File: src/verilog/sleep_pkg.sv
`default_nettype none
package sleep_pkg;

    // Register byte offsets on the bus
    localparam logic [7:0] MCU_CTRL_OFS   = 8'h00;
    localparam logic [7:0] CFG_OFS        = 8'h04;
    localparam logic [7:0] STATUS_OFS     = 8'h08;

    // Control register layout and reset
    localparam int         SE_BIT         = 5;
    localparam int         SM_LSB         = 3;
    localparam int         SM_MSB         = 4;
    localparam int         RSV_BIT        = 2;
    localparam logic [7:0] MCU_CTRL_RST   = 8'h00;
    localparam logic [7:0] MCU_CTRL_WMASK = 8'h38;

    // Configuration register layout and reset
    localparam int         ADC_ON_BIT     = 0;
    localparam int         CMP_OFF_BIT    = 1;
    localparam int         CMP_REF_BIT    = 2;
    localparam int         LVL_SENSE_BIT  = 3;
    localparam logic [7:0] CFG_RST        = 8'h00;
    localparam logic [7:0] CFG_WMASK      = 8'h0F;

    // Wake timing in clock cycles
    localparam int         HALT_CYCLES    = 4;
    localparam int         STARTUP_DEF    = 6;
    localparam int         TIMER_W        = 16;

    // Bus responses
    localparam logic [1:0] RESP_OKAY      = 2'h0;
    localparam logic [1:0] RESP_SLVERR    = 2'h2;

    typedef enum logic [1:0] {
        MODE_IDLE  = 2'h0,
        MODE_NOISE = 2'h1,
        MODE_PDOWN = 2'h2,
        MODE_RSVD  = 2'h3
    } sleep_kind_type;

    typedef enum logic [3:0] {
        ST_ACTIVE = 4'h1,
        ST_SLEEP  = 4'h2,
        ST_START  = 4'h4,
        ST_HALT   = 4'h8
    } pm_state_type;

endpackage
`default_nettype wire

File: src/verilog/halt_timer.sv
`timescale 1ns/1ps
`default_nettype none
module halt_timer #(
    parameter int W = 16
) (
    input  wire logic         clk,
    input  wire logic         srst,
    input  wire logic         load,
    input  wire logic [W-1:0] value,
    output logic              done
);
    logic [W-1:0] cnt_q;

    // Down counter, done in the last counted cycle
    always_ff @(posedge clk) begin
        if (srst) begin
            cnt_q <= '0;
        end else if (load) begin
            cnt_q <= value;
        end else if (cnt_q != '0) begin
            cnt_q <= cnt_q - 1'b1;
        end
    end

    assign done = (cnt_q == W'(1));
endmodule
`default_nettype wire

File: src/verilog/wake_qualify.sv
`timescale 1ns/1ps
`default_nettype none
module wake_qualify
    import sleep_pkg::*;
(
    input  wire sleep_kind_type mode,
    input  wire logic           level_sense,
    input  wire logic           irq_ext,
    input  wire logic           irq_pin_change,
    input  wire logic           irq_mem_ready,
    input  wire logic           irq_adc,
    input  wire logic           irq_other_io,
    input  wire logic           irq_wdt,
    input  wire logic           rst_ext,
    input  wire logic           rst_wdt,
    input  wire logic           rst_bod,
    output logic                wake_irq,
    output logic                wake_rst
);
    logic ext_ok;

    // Wake sources allowed by the latched sleep kind
    always_comb begin
        ext_ok = irq_ext & (level_sense | (mode == MODE_IDLE));
        case (mode)
            MODE_IDLE: begin
                wake_irq = irq_ext | irq_pin_change | irq_mem_ready | irq_adc | irq_other_io | irq_wdt;
            end
            MODE_NOISE: begin
                wake_irq = ext_ok | irq_pin_change | irq_mem_ready | irq_adc | irq_wdt;
            end
            MODE_PDOWN: begin
                wake_irq = ext_ok | irq_pin_change | irq_wdt;
            end
            default: begin
                wake_irq = 1'b0;
            end
        endcase
    end

    // Every reset source wakes in every mode
    assign wake_rst = rst_ext | rst_wdt | rst_bod;
endmodule
`default_nettype wire

File: src/verilog/sleep_mode_controller.sv
// Functional notes
// - Sleep only when enable bit five set
// - Bits 4:3 pick idle, noise, power-down
// - Halt four cycles after start-up, then handler
// - Register file and memory kept intact
// - Reset wakes, execution restarts at vector
// - Idle stops only CPU and flash clocks
// - Idle wakes on any enabled interrupt
// - Idle or noise entry starts a conversion
// - Noise mode keeps only converter clock, oscillator
// - Noise mode wakes on listed sources only
// - Power-down stops oscillator and all clocks
// - Power-down wakes on resets, level, pins, watchdog
// - External line wakes deep modes only level-sensed
// - Input buffers off when I/O, converter stopped; here only in power-down sleep, wake pins kept
// - Converter stays on; re-enable means extended conversion
// - Power-down turns comparator off unless reference used
// - Watchdog and brown-out never gated by sleep
// - Reference on only when something needs it
// - Control bit two always reads zero
`timescale 1ns/1ps
`default_nettype none
module sleep_mode_controller
    import sleep_pkg::*;
#(
    parameter int ADDR_W          = 8,
    parameter int PINS            = 6,
    parameter int STARTUP_CYCLES  = STARTUP_DEF
) (
    input  wire logic              REF_CLK,
    input  wire logic              SRST,
    input  wire logic [ADDR_W-1:0] S_AXI_AWADDR,
    input  wire logic              S_AXI_AWVALID,
    output logic                   S_AXI_AWREADY,
    input  wire logic [31:0]       S_AXI_WDATA,
    input  wire logic [3:0]        S_AXI_WSTRB,
    input  wire logic              S_AXI_WVALID,
    output logic                   S_AXI_WREADY,
    output logic [1:0]             S_AXI_BRESP,
    output logic                   S_AXI_BVALID,
    input  wire logic              S_AXI_BREADY,
    input  wire logic [ADDR_W-1:0] S_AXI_ARADDR,
    input  wire logic              S_AXI_ARVALID,
    output logic                   S_AXI_ARREADY,
    output logic [31:0]            S_AXI_RDATA,
    output logic [1:0]             S_AXI_RRESP,
    output logic                   S_AXI_RVALID,
    input  wire logic              S_AXI_RREADY,
    input  wire logic              SLEEP_EXEC,
    input  wire logic              IRQ_EXT,
    input  wire logic              IRQ_PIN_CHANGE,
    input  wire logic              IRQ_MEM_READY,
    input  wire logic              IRQ_ADC,
    input  wire logic              IRQ_OTHER_IO,
    input  wire logic              IRQ_WDT,
    input  wire logic              RST_EXT,
    input  wire logic              RST_WDT,
    input  wire logic              RST_BOD,
    input  wire logic              BOD_FUSE_EN,
    input  wire logic              WDT_ACTIVE,
    input  wire logic              ADC_CONV_DONE,
    input  wire logic [PINS-1:0]   WAKE_PIN_MASK,
    output logic                   CPU_CLK_EN,
    output logic                   FLASH_CLK_EN,
    output logic                   IO_CLK_EN,
    output logic                   ADC_CLK_EN,
    output logic                   OSC_EN,
    output logic                   CORE_HALT,
    output logic                   IRQ_RUN,
    output logic                   RESET_WAKE,
    output logic                   ADC_EN,
    output logic                   ADC_START,
    output logic                   ADC_EXTENDED,
    output logic                   COMP_EN,
    output logic                   VREF_EN,
    output logic                   BOD_EN,
    output logic                   WDT_EN,
    output logic [PINS-1:0]        INPUT_BUF_EN
);
    localparam logic [TIMER_W-1:0] HALT_LOAD  = TIMER_W'(HALT_CYCLES);
    localparam logic [TIMER_W-1:0] START_LOAD = TIMER_W'(STARTUP_CYCLES);

    logic [7:0]        mcu_q;
    logic [7:0]        cfg_q;
    pm_state_type      state_q;
    pm_state_type      state_d;
    sleep_kind_type    mode_q;
    sleep_kind_type    mode_d;
    sleep_kind_type    sm_field;
    logic              wr_fire;
    logic              rd_fire;
    logic [ADDR_W-1:0] aw_word;
    logic [ADDR_W-1:0] ar_word;
    logic [31:0]       rd_data_d;
    logic [1:0]        rd_resp_d;
    logic [1:0]        wr_resp_d;
    logic              sleep_go;
    logic              wake_irq;
    logic              wake_rst;
    logic              tmr_load;
    logic              tmr_done;
    logic              deep_sleep;
    logic              cmp_on_d;
    logic              adc_on_prev_q;
    logic              cpu_d;
    logic              io_d;
    logic              adc_d;
    logic              osc_d;

    // Write channel: address and data taken together, one response
    assign wr_fire       = S_AXI_AWVALID & S_AXI_WVALID & ~S_AXI_BVALID;
    assign S_AXI_AWREADY = wr_fire;
    assign S_AXI_WREADY  = wr_fire;
    assign aw_word       = {S_AXI_AWADDR[ADDR_W-1:2], 2'b00};
    assign ar_word       = {S_AXI_ARADDR[ADDR_W-1:2], 2'b00};
    assign rd_fire       = S_AXI_ARVALID & ~S_AXI_RVALID;
    assign S_AXI_ARREADY = ~S_AXI_RVALID;

    // Write response code from the decoded address
    always_comb begin
        if (aw_word == ADDR_W'(MCU_CTRL_OFS) || aw_word == ADDR_W'(CFG_OFS) || aw_word == ADDR_W'(STATUS_OFS)) begin
            wr_resp_d = RESP_OKAY;
        end else begin
            wr_resp_d = RESP_SLVERR;
        end
    end

    // Write response handshake
    always_ff @(posedge REF_CLK) begin
        if (SRST) begin
            S_AXI_BVALID <= 1'b0;
            S_AXI_BRESP  <= RESP_OKAY;
        end else if (wr_fire) begin
            S_AXI_BVALID <= 1'b1;
            S_AXI_BRESP  <= wr_resp_d;
        end else if (S_AXI_BREADY) begin
            S_AXI_BVALID <= 1'b0;
        end
    end

    // Control register; hardware never touches the enable bit
    always_ff @(posedge REF_CLK) begin
        if (SRST) begin
            mcu_q <= MCU_CTRL_RST;
        end else if (wr_fire && S_AXI_WSTRB[0] && aw_word == ADDR_W'(MCU_CTRL_OFS)) begin
            mcu_q <= S_AXI_WDATA[7:0] & MCU_CTRL_WMASK;
        end
    end

    // Converter, comparator and sense configuration
    always_ff @(posedge REF_CLK) begin
        if (SRST) begin
            cfg_q <= CFG_RST;
        end else if (wr_fire && S_AXI_WSTRB[0] && aw_word == ADDR_W'(CFG_OFS)) begin
            cfg_q <= S_AXI_WDATA[7:0] & CFG_WMASK;
        end
    end

    // Read data mux
    always_comb begin
        rd_data_d = 32'h0000_0000;
        rd_resp_d = RESP_OKAY;
        case (ar_word)
            ADDR_W'(MCU_CTRL_OFS): begin
                rd_data_d = {24'h00_0000, mcu_q};
            end
            ADDR_W'(CFG_OFS): begin
                rd_data_d = {24'h00_0000, cfg_q};
            end
            ADDR_W'(STATUS_OFS): begin
                rd_data_d = {25'h000_0000, ADC_EXTENDED, mode_q, state_q};
            end
            default: begin
                rd_resp_d = RESP_SLVERR;
            end
        endcase
    end

    // Read answer one cycle after the address is taken
    always_ff @(posedge REF_CLK) begin
        if (SRST) begin
            S_AXI_RVALID <= 1'b0;
            S_AXI_RDATA  <= 32'h0000_0000;
            S_AXI_RRESP  <= RESP_OKAY;
        end else if (rd_fire) begin
            S_AXI_RVALID <= 1'b1;
            S_AXI_RDATA  <= rd_data_d;
            S_AXI_RRESP  <= rd_resp_d;
        end else if (S_AXI_RREADY) begin
            S_AXI_RVALID <= 1'b0;
        end
    end

    // Sleep entry qualification
    assign sm_field = sleep_kind_type'(mcu_q[SM_MSB:SM_LSB]);
    assign sleep_go = (state_q == ST_ACTIVE) && SLEEP_EXEC && mcu_q[SE_BIT] && (sm_field != MODE_RSVD);
    assign mode_d   = sleep_go ? sm_field : mode_q;

    wake_qualify u_wake (
        .mode           (mode_q),
        .level_sense    (cfg_q[LVL_SENSE_BIT]),
        .irq_ext        (IRQ_EXT),
        .irq_pin_change (IRQ_PIN_CHANGE),
        .irq_mem_ready  (IRQ_MEM_READY),
        .irq_adc        (IRQ_ADC),
        .irq_other_io   (IRQ_OTHER_IO),
        .irq_wdt        (IRQ_WDT),
        .rst_ext        (RST_EXT),
        .rst_wdt        (RST_WDT),
        .rst_bod        (RST_BOD),
        .wake_irq       (wake_irq),
        .wake_rst       (wake_rst)
    );

    // Sleep sequencing: sleep, oscillator start-up, wake halt
    always_comb begin
        state_d = state_q;
        case (state_q)
            ST_ACTIVE: begin
                if (sleep_go) begin
                    state_d = ST_SLEEP;
                end
            end
            ST_SLEEP: begin
                if (wake_rst) begin
                    state_d = ST_ACTIVE;
                end else if (wake_irq) begin
                    state_d = (mode_q == MODE_PDOWN) ? ST_START : ST_HALT;
                end
            end
            ST_START: begin
                if (wake_rst) begin
                    state_d = ST_ACTIVE;
                end else if (tmr_done) begin
                    state_d = ST_HALT;
                end
            end
            ST_HALT: begin
                if (wake_rst || tmr_done) begin
                    state_d = ST_ACTIVE;
                end
            end
            default: begin
                state_d = ST_ACTIVE;
            end
        endcase
    end

    // State and latched sleep kind
    always_ff @(posedge REF_CLK) begin
        if (SRST) begin
            state_q <= ST_ACTIVE;
            mode_q  <= MODE_IDLE;
        end else begin
            state_q <= state_d;
            mode_q  <= mode_d;
        end
    end

    // Shared timer for start-up and halt counts
    assign tmr_load = (state_d != state_q) && (state_d == ST_START || state_d == ST_HALT);

    halt_timer #(
        .W (TIMER_W)
    ) u_timer (
        .clk   (REF_CLK),
        .srst  (SRST),
        .load  (tmr_load),
        .value ((state_d == ST_START) ? START_LOAD : HALT_LOAD),
        .done  (tmr_done)
    );

    // Clock domain enables for the coming state
    always_comb begin
        cpu_d = 1'b1;
        io_d  = 1'b1;
        adc_d = 1'b1;
        osc_d = 1'b1;
        case (state_d)
            ST_SLEEP: begin
                cpu_d = 1'b0;
                io_d  = (mode_d == MODE_IDLE);
                adc_d = (mode_d != MODE_PDOWN);
                osc_d = (mode_d != MODE_PDOWN);
            end
            ST_START: begin
                cpu_d = 1'b0;
                io_d  = 1'b0;
                adc_d = 1'b0;
            end
            ST_HALT: begin
                cpu_d = 1'b0;
            end
            default: begin
                cpu_d = 1'b1;
            end
        endcase
    end

    // Registered clock enables and core halt
    always_ff @(posedge REF_CLK) begin
        if (SRST) begin
            CPU_CLK_EN   <= 1'b1;
            FLASH_CLK_EN <= 1'b1;
            IO_CLK_EN    <= 1'b1;
            ADC_CLK_EN   <= 1'b1;
            OSC_EN       <= 1'b1;
            CORE_HALT    <= 1'b0;
        end else begin
            CPU_CLK_EN   <= cpu_d;
            FLASH_CLK_EN <= cpu_d;
            IO_CLK_EN    <= io_d;
            ADC_CLK_EN   <= adc_d;
            OSC_EN       <= osc_d;
            CORE_HALT    <= (state_d != ST_ACTIVE);
        end
    end

    // Wake pulses toward the core, conversion start on sleep entry
    always_ff @(posedge REF_CLK) begin
        if (SRST) begin
            IRQ_RUN    <= 1'b0;
            RESET_WAKE <= 1'b0;
            ADC_START  <= 1'b0;
        end else begin
            IRQ_RUN    <= (state_q == ST_HALT) && tmr_done && !wake_rst;
            RESET_WAKE <= (state_q != ST_ACTIVE) && wake_rst;
            ADC_START  <= sleep_go && cfg_q[ADC_ON_BIT] && (sm_field != MODE_PDOWN);
        end
    end

    // Extended conversion flag: set on re-enable wins over done
    always_ff @(posedge REF_CLK) begin
        if (SRST) begin
            adc_on_prev_q <= 1'b0;
            ADC_EXTENDED  <= 1'b1;
        end else begin
            adc_on_prev_q <= cfg_q[ADC_ON_BIT];
            if (cfg_q[ADC_ON_BIT] && !adc_on_prev_q) begin
                ADC_EXTENDED <= 1'b1;
            end else if (ADC_CONV_DONE) begin
                ADC_EXTENDED <= 1'b0;
            end
        end
    end

    // Analog enables, never gated by sleep except the comparator
    assign deep_sleep = (state_d == ST_SLEEP) && (mode_d == MODE_PDOWN);
    assign cmp_on_d   = !cfg_q[CMP_OFF_BIT] && !(deep_sleep && !cfg_q[CMP_REF_BIT]);

    always_ff @(posedge REF_CLK) begin
        if (SRST) begin
            ADC_EN  <= 1'b0;
            COMP_EN <= 1'b0;
            VREF_EN <= 1'b0;
            BOD_EN  <= 1'b0;
            WDT_EN  <= 1'b0;
        end else begin
            ADC_EN  <= cfg_q[ADC_ON_BIT];
            COMP_EN <= cmp_on_d;
            VREF_EN <= BOD_FUSE_EN | (cmp_on_d & cfg_q[CMP_REF_BIT]) | cfg_q[ADC_ON_BIT];
            BOD_EN  <= BOD_FUSE_EN;
            WDT_EN  <= WDT_ACTIVE;
        end
    end

    // Per-pin input buffer enables; wake pins stay live
    for (genvar i = 0; i < PINS; i++) begin : g_pin
        always_ff @(posedge REF_CLK) begin
            if (SRST) begin
                INPUT_BUF_EN[i] <= 1'b1;
            end else begin
                INPUT_BUF_EN[i] <= !deep_sleep || WAKE_PIN_MASK[i];
            end
        end
    end

    // Pin mask one cycle ago, matched to the registered buffers
    logic [PINS-1:0] wake_mask_q;
    always_ff @(posedge REF_CLK) begin
        wake_mask_q <= WAKE_PIN_MASK;
    end
endmodule
`default_nettype wire

File: config.mk
export PLATFORM = sky130hd
export DESIGN_NAME = sleep_mode_controller
export DESIGN_NICKNAME = d
export VERILOG_FILES = /design/src/verilog/sleep_pkg.sv /design/src/verilog/halt_timer.sv /design/src/verilog/wake_qualify.sv /design/src/verilog/sleep_mode_controller.sv
export SDC_FILE = /design/constraint.sdc
export NUM_CORES = 1
export LEC_CHECK = 0
export ABC_AREA = 1
export BUFFER_PORTS_ARGS = -buffer_cell sky130_fd_sc_hd__buf_2
export CAP_MARGIN = 5
export CORE_ASPECT_RATIO = 0.7
export CORE_UTILIZATION = 50
export CTS_CLUSTER_SIZE = 12
export DETAILED_ROUTE_END_ITERATION = 8
export PLACE_DENSITY = 0.84
export SYNTH_ARGS = -nofsm -noshare
export SYNTH_HDL_FRONTEND = slang
export SYNTH_SLANG_ARGS = --single-unit
File: constraint.sdc
create_clock -name REF_CLK -period 5.6 [get_ports REF_CLK]
set_input_delay 0.28 -clock REF_CLK [delete_from_list [all_inputs] [get_ports REF_CLK]]
set_output_delay 0.28 -clock REF_CLK [all_outputs]
set_load 0.01 [all_outputs]
==> impl_summary.log, run 1 <==
[metrics] run status: completed
[metrics] layout cell share with drive strength beyond 1: 23.6%
[metrics] final critical path time including I/O delays and setup: 2310 ps
[metrics] Slew Limit Headroom: 43.5%
[metrics] worst min-delay path class: in2reg
[metrics] number of cells on the worst hold path: 2
[metrics] cell count after synthesis: 415
[metrics] post-synth design cell area: 3010 um2
[metrics] maximum fanout along the worst path: 11
[metrics] post-cts resize count: 0
[metrics] GP Congestion: 0.874
[metrics] delay of the slowest critical-path stage: 400 ps
[metrics] flop and latch count out of synthesis: 60
[metrics] die boundary width: 94.7 um
[metrics] number of nets in the layout: 579
[metrics] Die Y-Extent: 66.9 um
[metrics] commonest cells after routing, fill and taps aside: sky130_fd_sc_hd__buf_2, sky130_fd_sc_hd__nand2_1, sky130_fd_sc_hd__inv_1
[metrics] Worst-Margin Slew: 839 ps
[metrics] hold violation total from the final report: 0
[metrics] Post-Route Skew: 9.98 ps
[metrics] iteration-0 DRC count of the detailed router: 202
[metrics] placeable core area: 5760 um2
[metrics] cell at the root of the clock tree: sky130_fd_sc_hd__clkbuf_8
[metrics] DR vias: 2,757
[metrics] count of buffers added by post-CTS timing repair for setup: 0
[metrics] cell area power density: 392 nW/um2
[metrics] DR WL/cell: 11.2 um
[metrics] first-pass GRT wire length: 10,200 um
[metrics] average cell area after synthesis: 7.24 um2
[metrics] achievable frequency: 434 MHz
[metrics] Slew Viols, Final: 0
[metrics] VDD IR max: 0.000177 V
[metrics] Util after Layout: 61.8%
[metrics] Top cell by count, worst path: sky130_fd_sc_hd__nand2_1
[metrics] full die area: 6330 um2
[metrics] WS Path Type: reg2reg
[metrics] sequence of cells on the critical path: inv_1, ha_1, nand2_1, nand2_1, nor2_1, nand3_1, nand2_1, nand2_1, nand3_1, nand2_1, nand2_1, nand2_1, inv_1, nand2_1, nand2_2, nand2_1, a21oi_1
[metrics] half-perimeter wire length after detailed placement: 4830 um
[metrics] sort of element at the end of the critical path: flip-flop
[metrics] via count of the first global-routing pass: 2,324
[metrics] final wirelength: 6460 um
[metrics] leakage component of the power: 1.78 nW
[metrics] buffer levels on the longest clock path: 2
[metrics] TritonCTS clock tree: built
[metrics] Via density: 4.79
[metrics] total global routing overflow: 0
[metrics] worst-case reg-to-reg path depth: 17
[metrics] number of antenna violations at the first check in global routing: 0
[metrics] initial core utilization: 52.2%
[metrics] Total Power: 1.39 mW
[metrics] total clock sinks: 60
[metrics] H-tree levels: 3
[metrics] Antenna Cells: 0
[metrics] global router's overall resource usage: 21.6%
[metrics] length of the first detailed-routing pass in iterations: 5
[metrics] unrepaired setup endpoints after global routing: no
[metrics] sequential share of the synthesized area: 40.0%
[metrics] library cells used by synthesis: 35
[metrics] Post-DRT Antenna Nets: 0
[metrics] count of warnings emitted by yosys: 0
[metrics] Num CTS Buffers: 9
[metrics] required time at the endpoint of the critical path: 5860 ps
[metrics] number of buffers inserted for hold repair after clock tree synthesis: 0
[metrics] Arrival @ worst endpoint: 2570 ps
[metrics] reported max-cap violation count: 0
[metrics] number of buffers added on ports: 79
[metrics] most frequent standard cell in the layout excluding fill and tap cells: sky130_fd_sc_hd__buf_2
[metrics] highest-delay cell along the critical path: sky130_fd_sc_hd__dfxtp_1
[metrics] critical path startpoint category: flip-flop
[metrics] period utilization: 41.2%
[metrics] total number of placement rows: 23
[metrics] residual DRC count: 0
[metrics] clock edge transition at the registers on the reported setup and hold paths: 70 ps
[metrics] largest net degree at the start of global routing: 35
[metrics] Clock Latency Late Sink: 340 ps
[metrics] smallest hold slack: 129 ps
[metrics] number of ports placed on the die boundary: 140
[metrics] area growth from synthesis to layout: 18.4%
[metrics] setup tns final: 0 ps
[metrics] number of endpoints failing setup at the final stage: 0
## critical path, delay by kind of cell (launching register included)
family                     cells  cell delay (ps)
and+or+nand+nor               13             1240
adders and majority gates      1              240
buffers and inverters          2              160
AOI/OAI and AO/OA              1              180
DFF                            1              400
## layout make-up
cell class | count | area [um2]
Clock buffer | 11 | 141
Clock inverter | 5 | 75.1
Fill cell | 532 | 2200
Sequential cell | 60 | 1200
Timing Repair Buffer | 79 | 395
Tap cell | 75 | 93.8
Inverter | 64 | 240
Multi-Input combinational cell | 281 | 1410
## layer usage
layer	track usage (%)	part of all wire [%]	vias to the layer above
li1	-	-	1406
met1	28.0	46	1214
met2	31.7	42	125
met3	7.65	9.5	12
met4	10.6	1.8	0
met5	0	0	-
## cells in the mapped netlist
cell type	n	area share, %
sky130_fd_sc_hd__o21ai_0	8	1.3
sky130_fd_sc_hd__or4_4	1	0.37
sky130_fd_sc_hd__ha_1	6	2.5
sky130_fd_sc_hd__nand3b_1	3	0.75
sky130_fd_sc_hd__nand4_2	1	0.42
sky130_fd_sc_hd__nand4_1	3	0.62
sky130_fd_sc_hd__nor4b_2	1	0.50
sky130_fd_sc_hd__o22ai_1	6	1.2
sky130_fd_sc_hd__o21bai_1	1	0.25
sky130_fd_sc_hd__nand3_1	21	3.5
sky130_fd_sc_hd__nor3_1	6	1.0
sky130_fd_sc_hd__inv_2	1	0.12
sky130_fd_sc_hd__buf_6	1	0.37
sky130_fd_sc_hd__nand2_2	4	0.83
sky130_fd_sc_hd__buf_4	29	7.2
sky130_fd_sc_hd__dfxtp_1	60	40
sky130_fd_sc_hd__nor4_1	3	0.62
sky130_fd_sc_hd__nand2_1	68	8.5
sky130_fd_sc_hd__o221ai_1	1	0.29
sky130_fd_sc_hd__nor2_2	4	0.83
sky130_fd_sc_hd__xnor2_1	4	1.2
sky130_fd_sc_hd__or2_2	9	1.9
sky130_fd_sc_hd__a211oi_1	5	1.2
sky130_fd_sc_hd__o311ai_0	1	0.29
sky130_fd_sc_hd__a21oi_1	21	3.5
sky130_fd_sc_hd__conb_1	1	0.12
sky130_fd_sc_hd__nor2_1	62	7.7
sky130_fd_sc_hd__xor2_1	8	2.3
sky130_fd_sc_hd__o211ai_1	1	0.25
sky130_fd_sc_hd__inv_1	63	7.9
sky130_fd_sc_hd__nor2_4	2	0.75
sky130_fd_sc_hd__o21ai_1	2	0.33
sky130_fd_sc_hd__a31o_2	1	0.29
sky130_fd_sc_hd__o21a_1	1	0.25
sky130_fd_sc_hd__clkbuf_1	6	0.75
## cells by family after synthesis
logic type	count (synthesis)	synth area share, %
xor+xnor	12	3.50
fa+ha+maj	6	2.50
simple gates	188	28.3
compound gates	48	9.28
buf+inv	100	16.4
other cells	1	0.125
flops	60	39.9
## flip-flops by register name, summed over array words and instances (netlist names), 2 cells and up
| name | cells |
|---|---|
| mcu_q | 3 |
| INPUT_BUF_EN | 6 |
| cfg_q | 4 |
| S_AXI_RDATA | 7 |
| mode_q | 2 |
| state_q | 4 |
| u_timer.cnt_q | 16 |
## metrics by stage
step | setup WS [ps] | cells | area, um2
floorplan | 3700 | 441 | 3100
global placement | 3400 | 559 | 3340
detailed placement | 3310 | 559 | 3340
CTS | 3290 | 575 | 3560
global route | 2990 | 575 | 3560
finish | 3290 | 575 | 3560
## report_power, final
part	internal (mW)	total [mW]	leakage (nW)	switching, mW
Clock	0.260	0.425	0.113	0.164
Sequential	0.477	0.523	0.489	0.0462
Combinational	0.175	0.446	1.18	0.272
Total	0.912	1.39	1.78	0.482
## path summary, 6_finish.rpt
check                                   start                       endpoint  slack (ps)
setup / recovery         mode_q[0]$_SDFF_PP0_  u_timer.cnt_q[4]$_SDFFE_PP0P_        3290
hold / removal               WAKE_PIN_MASK[4]     INPUT_BUF_EN[4]$_SDFF_PP1_         130
setup reg to reg         mode_q[0]$_SDFF_PP0_  u_timer.cnt_q[4]$_SDFFE_PP0P_        3290
hold reg to reg   S_AXI_RDATA[0]$_SDFFE_PP0P_    S_AXI_RDATA[0]$_SDFFE_PP0P_         460
(Power assumes the default switching activity.)
==> inputs of run 2 (changes only) <==
CORE_UTILIZATION = 42   (was 50)
PLACE_DENSITY = 0.75   (was 0.84)
clock period = 2.1 ns   (was 5.6 ns; I/O delays follow)
==> impl_summary.log, run 2 (synthesis results as in run 1) <==
[metrics] total clock sinks: 60 (unchanged)
[metrics] Post-Route Skew: 10.2 ps (+0.166 ps)
[metrics] Num CTS Buffers: 9 (unchanged)
[metrics] register with the most flip-flops: u_timer.cnt_q
[metrics] largest net degree at the start of global routing: 21 (-40%)
[metrics] period utilization: 92.6% (+51 points)
[metrics] reported max-cap violation count: 0 (unchanged)
[metrics] GP Congestion: 0.873 (about the same)
[metrics] Clock Latency Late Sink: 340 ps (about the same)
[metrics] H-tree levels: 3 (unchanged)
[metrics] WS Path Type: reg2reg
[metrics] area growth from synthesis to layout: 26.6%
[metrics] number of antenna violations at the first check in global routing: 0 (unchanged)
[metrics] layout cell share with drive strength beyond 1: 27.6% (+4.0 points)
[metrics] cell area power density: 945 nW/um2 (+140%)
[metrics] startpoint of the worst register-to-register path: mode_q[1]$_SDFF_PP0_
[metrics] sequence of cells on the critical path: inv_2, ha_4, nor2_1, nor2_2, nand3_2, nand2_2, nand2_1, nand3_1, o211ai_1, nor2_2, nand2_2, nand2_4, buf_6, nand3_1, nand2_1, nor2_1
[metrics] number of buffers added on ports: 79 (unchanged)
[metrics] maximum fanout along the worst path: 5 (-6)
[metrics] most frequent standard cell in the layout excluding fill and tap cells: sky130_fd_sc_hd__buf_2
[metrics] final critical path time including I/O delays and setup: 1950 ps (-360 ps)
[metrics] leakage component of the power: 1.88 nW (+5.6%)
[metrics] Util after Layout: 55.6% (-6.3 points)
[metrics] DR vias: 2,841 (+3.0%)
[metrics] Via density: 4.61 (-3.8%)
[metrics] number of ports placed on the die boundary: 140 (unchanged)
[metrics] length of the first detailed-routing pass in iterations: 4 (-1)
[metrics] final wirelength: 6910 um (+7.0%)
[metrics] commonest cells after routing, fill and taps aside: sky130_fd_sc_hd__buf_2, sky130_fd_sc_hd__nand2_1, sky130_fd_sc_hd__inv_1
[metrics] Die Y-Extent: 72.8 um (+8.8%)
[metrics] worst min-delay path class: in2reg
[metrics] Slew Viols, Final: 0 (unchanged)
[metrics] number of flip-flops under the largest register name: 16 (unchanged)
[metrics] Antenna Cells: 0 (unchanged)
[metrics] min-delay src: S_AXI_WDATA[1]
[metrics] Post-DRT Antenna Nets: 0 (unchanged)
[metrics] number of placed instances with taps included: 587 (+5.0%)
[metrics] clock edge transition at the registers on the reported setup and hold paths: 70 ps (about the same)
[metrics] total number of placement rows: 25 (+8.7%)
[metrics] hold violation total from the final report: 0 (unchanged)
[metrics] DR WL/cell: 11.2 um (-0.14%)
[metrics] required time at the endpoint of the critical path: 2330 ps (-3530 ps)
[metrics] first-pass GRT wire length: 10,600 um (+3.6%)
[metrics] Filler Cells Inserted: 630 (+18%)
[metrics] total global routing overflow: 0 (unchanged)
[metrics] sort of element at the end of the critical path: flip-flop
[metrics] highest-delay cell along the critical path: sky130_fd_sc_hd__dfxtp_4
[metrics] VDD IR max: 0.000376 V (+110%)
[metrics] cell at the root of the clock tree: sky130_fd_sc_hd__clkbuf_8
[metrics] number of nets in the layout: 601 (+3.8%)
[metrics] source of the critical timing path: mode_q[1]$_SDFF_PP0_
[metrics] residual DRC count: 0 (unchanged)
[metrics] placeable core area: 6850 um2 (+19%)
[metrics] run status: completed
[metrics] number of endpoints failing setup at the final stage: 0 (unchanged)
[metrics] registers with the highest flip-flop counts: u_timer.cnt_q: 16 flops, S_AXI_RDATA: 7 flops, INPUT_BUF_EN: 6 flops
[metrics] achievable frequency: 514 MHz (+18%)
[metrics] half-perimeter wire length after detailed placement: 5160 um (+6.9%)
[metrics] buffer levels on the longest clock path: 2 (unchanged)
[metrics] TritonCTS clock tree: built
[metrics] global router's overall resource usage: 18.8% (-2.8 points)
[metrics] die boundary width: 103 um (+8.9%)
[metrics] Arrival @ worst endpoint: 2180 ps (-390 ps)
[metrics] critical path startpoint category: flip-flop
[metrics] non-filler instance count after layout: 616 (+7.1%)
[metrics] iteration-0 DRC count of the detailed router: 116 (-43%)
[metrics] initial core utilization: 43.9% (-8.3 points)
[metrics] delay of the slowest critical-path stage: 360 ps (-40 ps)
[metrics] via count of the first global-routing pass: 2,410 (+3.7%)
[metrics] full die area: 7510 um2 (+19%)
-- run 2: changes by cell type in the layout (fill, tap and decap cells not counted), moves of 4 or more --
cell and delta:
sky130_fd_sc_hd__buf_4 +9, sky130_fd_sc_hd__dlygate4sd3_1 +11, sky130_fd_sc_hd__nand2_1 -5, sky130_fd_sc_hd__nand2_2 +4
-- run 2: worst max-delay path, delay by kind of cell, from the launching register on --
family          cells  cell delay [ps]
compound gates      1              110
flops               1              360
fa+ha+maj           1              270
simple gates       12              950
buf+inv             2              160
-- run 2: repair_timing --
action | in CTS | in global routing
pin swaps | 0 | 3
gates resized for setup | 3 | 17
setup endpoints to repair | 11 | 22
hold buffers | 11 | 0
endpoints found under the hold margin | 11 | 0
setup buffers | 0 | 2
-- run 2: worst paths after layout --
check                           cells past startpoint                            end  slack, ps
worst max register to register                     16  u_timer.cnt_q[1]$_SDFFE_PP0P_        150
worst min-delay path                                3          cfg_q[1]$_SDFFE_PP0P_         10
worst max-delay path                               16  u_timer.cnt_q[1]$_SDFFE_PP0P_        150
worst min register to register                      2    S_AXI_RDATA[2]$_SDFFE_PP0P_        470
-- run 2: through the flow --
stage	hold WS [ps]	cell area, um2	TNS (ps)	setup slack [ps]	power, mW
final	11.7	3810	0	154	3.60
after global routing	14.4	3810	-27.8	-15.8	3.85
after CTS	2.83	3730	0	41.6	3.59
after detailed placement	294	3430	-84.6	-39.3	2.58
after global placement	290	3430	0	27.4	2.54
after floorplan	212	3100	0	199	2.36
-- run 2: final cells by class --
type / instances / area, um2 / area share, %
multi-input cells: 281 / 1460 / 38.4
flip-flops and latches: 60 / 1210 / 31.7
repair buffers: 101 / 596 / 15.6
inverters: 64 / 240 / 6.31
clock buffers: 11 / 131 / 3.45
well taps: 94 / 118 / 3.09
clock inverters: 5 / 52.6 / 1.38
-- run 2: metal layers --
layer / vias to the layer above / routed length [um] / global-route usage (%) / part of all wire (%)
li1: 1453 / - / - / -
met1: 1240 / 3200 / 24.1 / 46
met2: 137 / 3010 / 28.8 / 44
met3: 11 / 614 / 6.51 / 8.9
met4: 0 / 82 / 8.29 / 1.2
met5: - / 0 / 0 / 0
-- run 2: power by group --
part | switching [mW] | internal (mW)
logic | 0.714 | 0.502
registers | 0.125 | 1.27
clock network | 0.442 | 0.542
==> inputs of run 3 (changes only) <==
==> constraint.sdc (replaced) <==
create_clock -name REF_CLK -period 2.1 [get_ports REF_CLK]
set_input_delay 0.42 -clock REF_CLK [delete_from_list [all_inputs] [get_ports REF_CLK]]
set_output_delay 0.42 -clock REF_CLK [all_outputs]
set_load 0.01 [all_outputs]
==> impl_summary.log, run 3 (synthesis results as in run 1) <==
[metrics] run status: completed
[metrics] H-tree levels: 3 (unchanged)
[metrics] pre-CTS WS: -64.7 ps (-25.4 ps)
[metrics] largest net degree at the start of global routing: 19 (-9.5%)
[metrics] number of placed instances with taps included: 588 (+0.17%)
[metrics] Antenna Cells: 0 (unchanged)
[metrics] most frequent standard cell in the layout excluding fill and tap cells: sky130_fd_sc_hd__buf_2
[metrics] hold violation total from the final report: 0 (unchanged)
[metrics] reported max-cap violation count: 0 (unchanged)
[metrics] GP Congestion: 0.867 (-0.71%)
[metrics] unrepaired setup endpoints after global routing: yes
[metrics] number of buffers added on ports: 79 (unchanged)
[metrics] Filler Cells Inserted: 693 (+10%)
[metrics] DR vias: 2,796 (-1.6%)
[metrics] layout cell share with drive strength beyond 1: 28.7% (+1.1 points)
[metrics] Arrival @ worst endpoint: 2250 ps (+70 ps)
[metrics] initial core utilization: 43.9% (unchanged)
[metrics] length of the first detailed-routing pass in iterations: 4 (unchanged)
[metrics] WS Path Type: reg2reg
[metrics] clock edge transition at the registers on the reported setup and hold paths: 70 ps (about the same)
[metrics] Post-Route Skew: 9.14 ps (-1.01 ps)
[metrics] via count of the first global-routing pass: 2,307 (-4.3%)
[metrics] leakage component of the power: 1.84 nW (-2.4%)
[metrics] worst min-delay path class: in2reg
[metrics] commonest cells after routing, fill and taps aside: sky130_fd_sc_hd__buf_2, sky130_fd_sc_hd__nand2_1, sky130_fd_sc_hd__inv_1
[metrics] die boundary width: 103 um (unchanged)
[metrics] total clock sinks: 60 (unchanged)
[metrics] source of the critical timing path: mode_q[0]$_SDFF_PP0_
[metrics] Worst Hold Path EP: INPUT_BUF_EN[0]$_SDFF_PP1_
[metrics] register-to-register path setup slack: 90 ps (-60 ps)
[metrics] number of cells on the worst hold path: 2 (-1)
[metrics] sort of element at the end of the critical path: flip-flop
[metrics] critical path startpoint category: flip-flop
[metrics] area growth from synthesis to layout: 23.9%
[metrics] setup ws final: 94.6 ps (-59.8 ps)
[metrics] cell at the root of the clock tree: sky130_fd_sc_hd__clkbuf_8
[metrics] total global routing overflow: 0 (unchanged)
[metrics] Num CTS Buffers: 9 (unchanged)
[metrics] TritonCTS clock tree: built
[metrics] iteration-0 DRC count of the detailed router: 98 (-16%)
[metrics] maximum fanout along the worst path: 5 (unchanged)
[metrics] achievable frequency: 499 MHz (-3.0%)
[metrics] total non-filler cell area in the finished layout: 3720 um2 (-2.1%)
[metrics] Via density: 4.61 (-0.12%)
[metrics] smallest hold slack: 264 ps (+252 ps)
[metrics] number of nets in the layout: 592 (-1.5%)
[metrics] placeable core area: 6850 um2 (unchanged)
[metrics] first-pass GRT wire length: 10,600 um (-0.13%)
[metrics] number of antenna violations at the first check in global routing: 0 (unchanged)
[metrics] number of flip-flops under the largest register name: 16 (unchanged)
[metrics] Post-DRT Antenna Nets: 0 (unchanged)
[metrics] buffer levels on the longest clock path: 2 (unchanged)
[metrics] register with the most flip-flops: u_timer.cnt_q
[metrics] global router's overall resource usage: 18.9% (+0.062 points)
[metrics] cell area power density: 978 nW/um2 (+3.5%)
[metrics] DR WL/cell: 11.1 um (-1.3%)
[metrics] final critical path time including I/O delays and setup: 2010 ps (+59.8 ps)
[metrics] Clock Latency Late Sink: 340 ps (about the same)
[metrics] final wirelength: 6720 um (-2.7%)
[metrics] post-detailed-placement cell area: 3440 um2 (+0.22%)
[metrics] total number of placement rows: 25 (unchanged)
[metrics] reg-to-reg endpoint: u_timer.cnt_q[1]$_SDFFE_PP0P_
[metrics] number of ports placed on the die boundary: 140 (unchanged)
[metrics] residual DRC count: 0 (unchanged)
[metrics] worst-case reg-to-reg path depth: 17 (+1)
[metrics] full die area: 7510 um2 (unchanged)
[metrics] period utilization: 95.5% (+2.8 points)
[metrics] Die Y-Extent: 72.8 um (unchanged)
[metrics] number of endpoints failing setup at the final stage: 0 (unchanged)
[metrics] startpoint of the worst register-to-register path: mode_q[0]$_SDFF_PP0_
[metrics] required time at the endpoint of the critical path: 2340 ps (about the same)
[metrics] VDD IR max: 0.000432 V (+15%)
[metrics] min-delay src: WAKE_PIN_MASK[0]
[metrics] registers with the highest flip-flop counts: u_timer.cnt_q: 16 flops, S_AXI_RDATA: 7 flops, INPUT_BUF_EN: 6 flops
[metrics] setup tns final: 0 ps (unchanged)
[metrics] half-perimeter wire length after detailed placement: 5050 um (-2.0%)
[metrics] non-filler instance count after layout: 607 (-1.5%)
[metrics] Slew Viols, Final: 0 (unchanged)
-- run 3: changes by cell type in the layout (fill, tap and decap cells not counted), sizes merged --
cell and delta:
buf +2, clkbuf +1, dlygate4sd3 -11, clkinv -1
-- run 3: worst max-delay path by stage --
stage	cells past startpoint	end	slack [ps]
floorplan	19	u_timer.cnt_q[1]$_SDFFE_PP0P_	200
global placement	16	u_timer.cnt_q[0]$_SDFFE_PP0P_	-30
detailed placement	16	u_timer.cnt_q[4]$_SDFFE_PP0P_	-60
CTS	17	u_timer.cnt_q[15]$_SDFFE_PP0P_	20
global route	18	u_timer.cnt_q[1]$_SDFFE_PP0P_	-70
finish	17	u_timer.cnt_q[1]$_SDFFE_PP0P_	90
-- run 3: cell type report --
| cell class | instances | area (um2) | area share (%) |
|---|---|---|---|
| timing repair buffer | 92 | 497 | 13.3 |
| sequential | 60 | 1210 | 32.4 |
| inverter | 64 | 243 | 6.52 |
| clock buffer | 12 | 155 | 4.17 |
| clock inverter | 4 | 47.5 | 1.28 |
| multi-input combinational | 281 | 1460 | 39.2 |
| tap | 94 | 118 | 3.16 |
-- run 3: report_power, final --
group          internal, mW  switching (mW)  leakage (nW)
registers              1.27           0.122         0.490
clock network         0.609           0.448         0.102
logic                 0.490           0.703          1.24
total                  2.37            1.27          1.84
-- run 3: worst max-delay path, stage by stage, from the launching register on --
cell and delay [ps]:
sky130_fd_sc_hd__dfxtp_2 330, sky130_fd_sc_hd__buf_4 140, sky130_fd_sc_hd__ha_1 180, sky130_fd_sc_hd__inv_1 70, sky130_fd_sc_hd__nand2_1 60, sky130_fd_sc_hd__nand2_1 80
sky130_fd_sc_hd__nand3_2 100, sky130_fd_sc_hd__nand2_2 100, sky130_fd_sc_hd__nand2_1 70, sky130_fd_sc_hd__nand3_1 100, sky130_fd_sc_hd__o211ai_1 110, sky130_fd_sc_hd__nor2_2 90
sky130_fd_sc_hd__nand2_1 60, sky130_fd_sc_hd__nand2_2 110, sky130_fd_sc_hd__buf_4 130, sky130_fd_sc_hd__nand3_1 70, sky130_fd_sc_hd__nand2_1 70, sky130_fd_sc_hd__nor2_1 50
-- run 3: through the flow --
step           util [%]  power [mW]
6_report           54.4        3.64
5_1_grt            54.4        3.91
4_1_cts            53.2        3.63
3_5_place_dp       50.2        2.57
3_3_place_gp       50.2        2.53
2_1_floorplan         -        2.36
-- run 3: per-layer routing --
metal  vias up  part of all wire (%)  global-route usage [%]
met5         -                     0                       0
met4         0                   1.5                    7.82
met3        13                   8.4                    6.99
met2       111                    42                    28.2
met1      1236                    48                    24.6
li1       1436                     -                       -
-- run 3: repair_timing --
| item | CTS | global route |
|---|---|---|
| resized for setup | 2 | 17 |
| setup buffers | 0 | 3 |
| setup endpoints to repair | 20 | 23 |
| cloned | 0 | 0 |
| hold buffers | 0 | 0 |
| pin swaps | 0 | 9 |
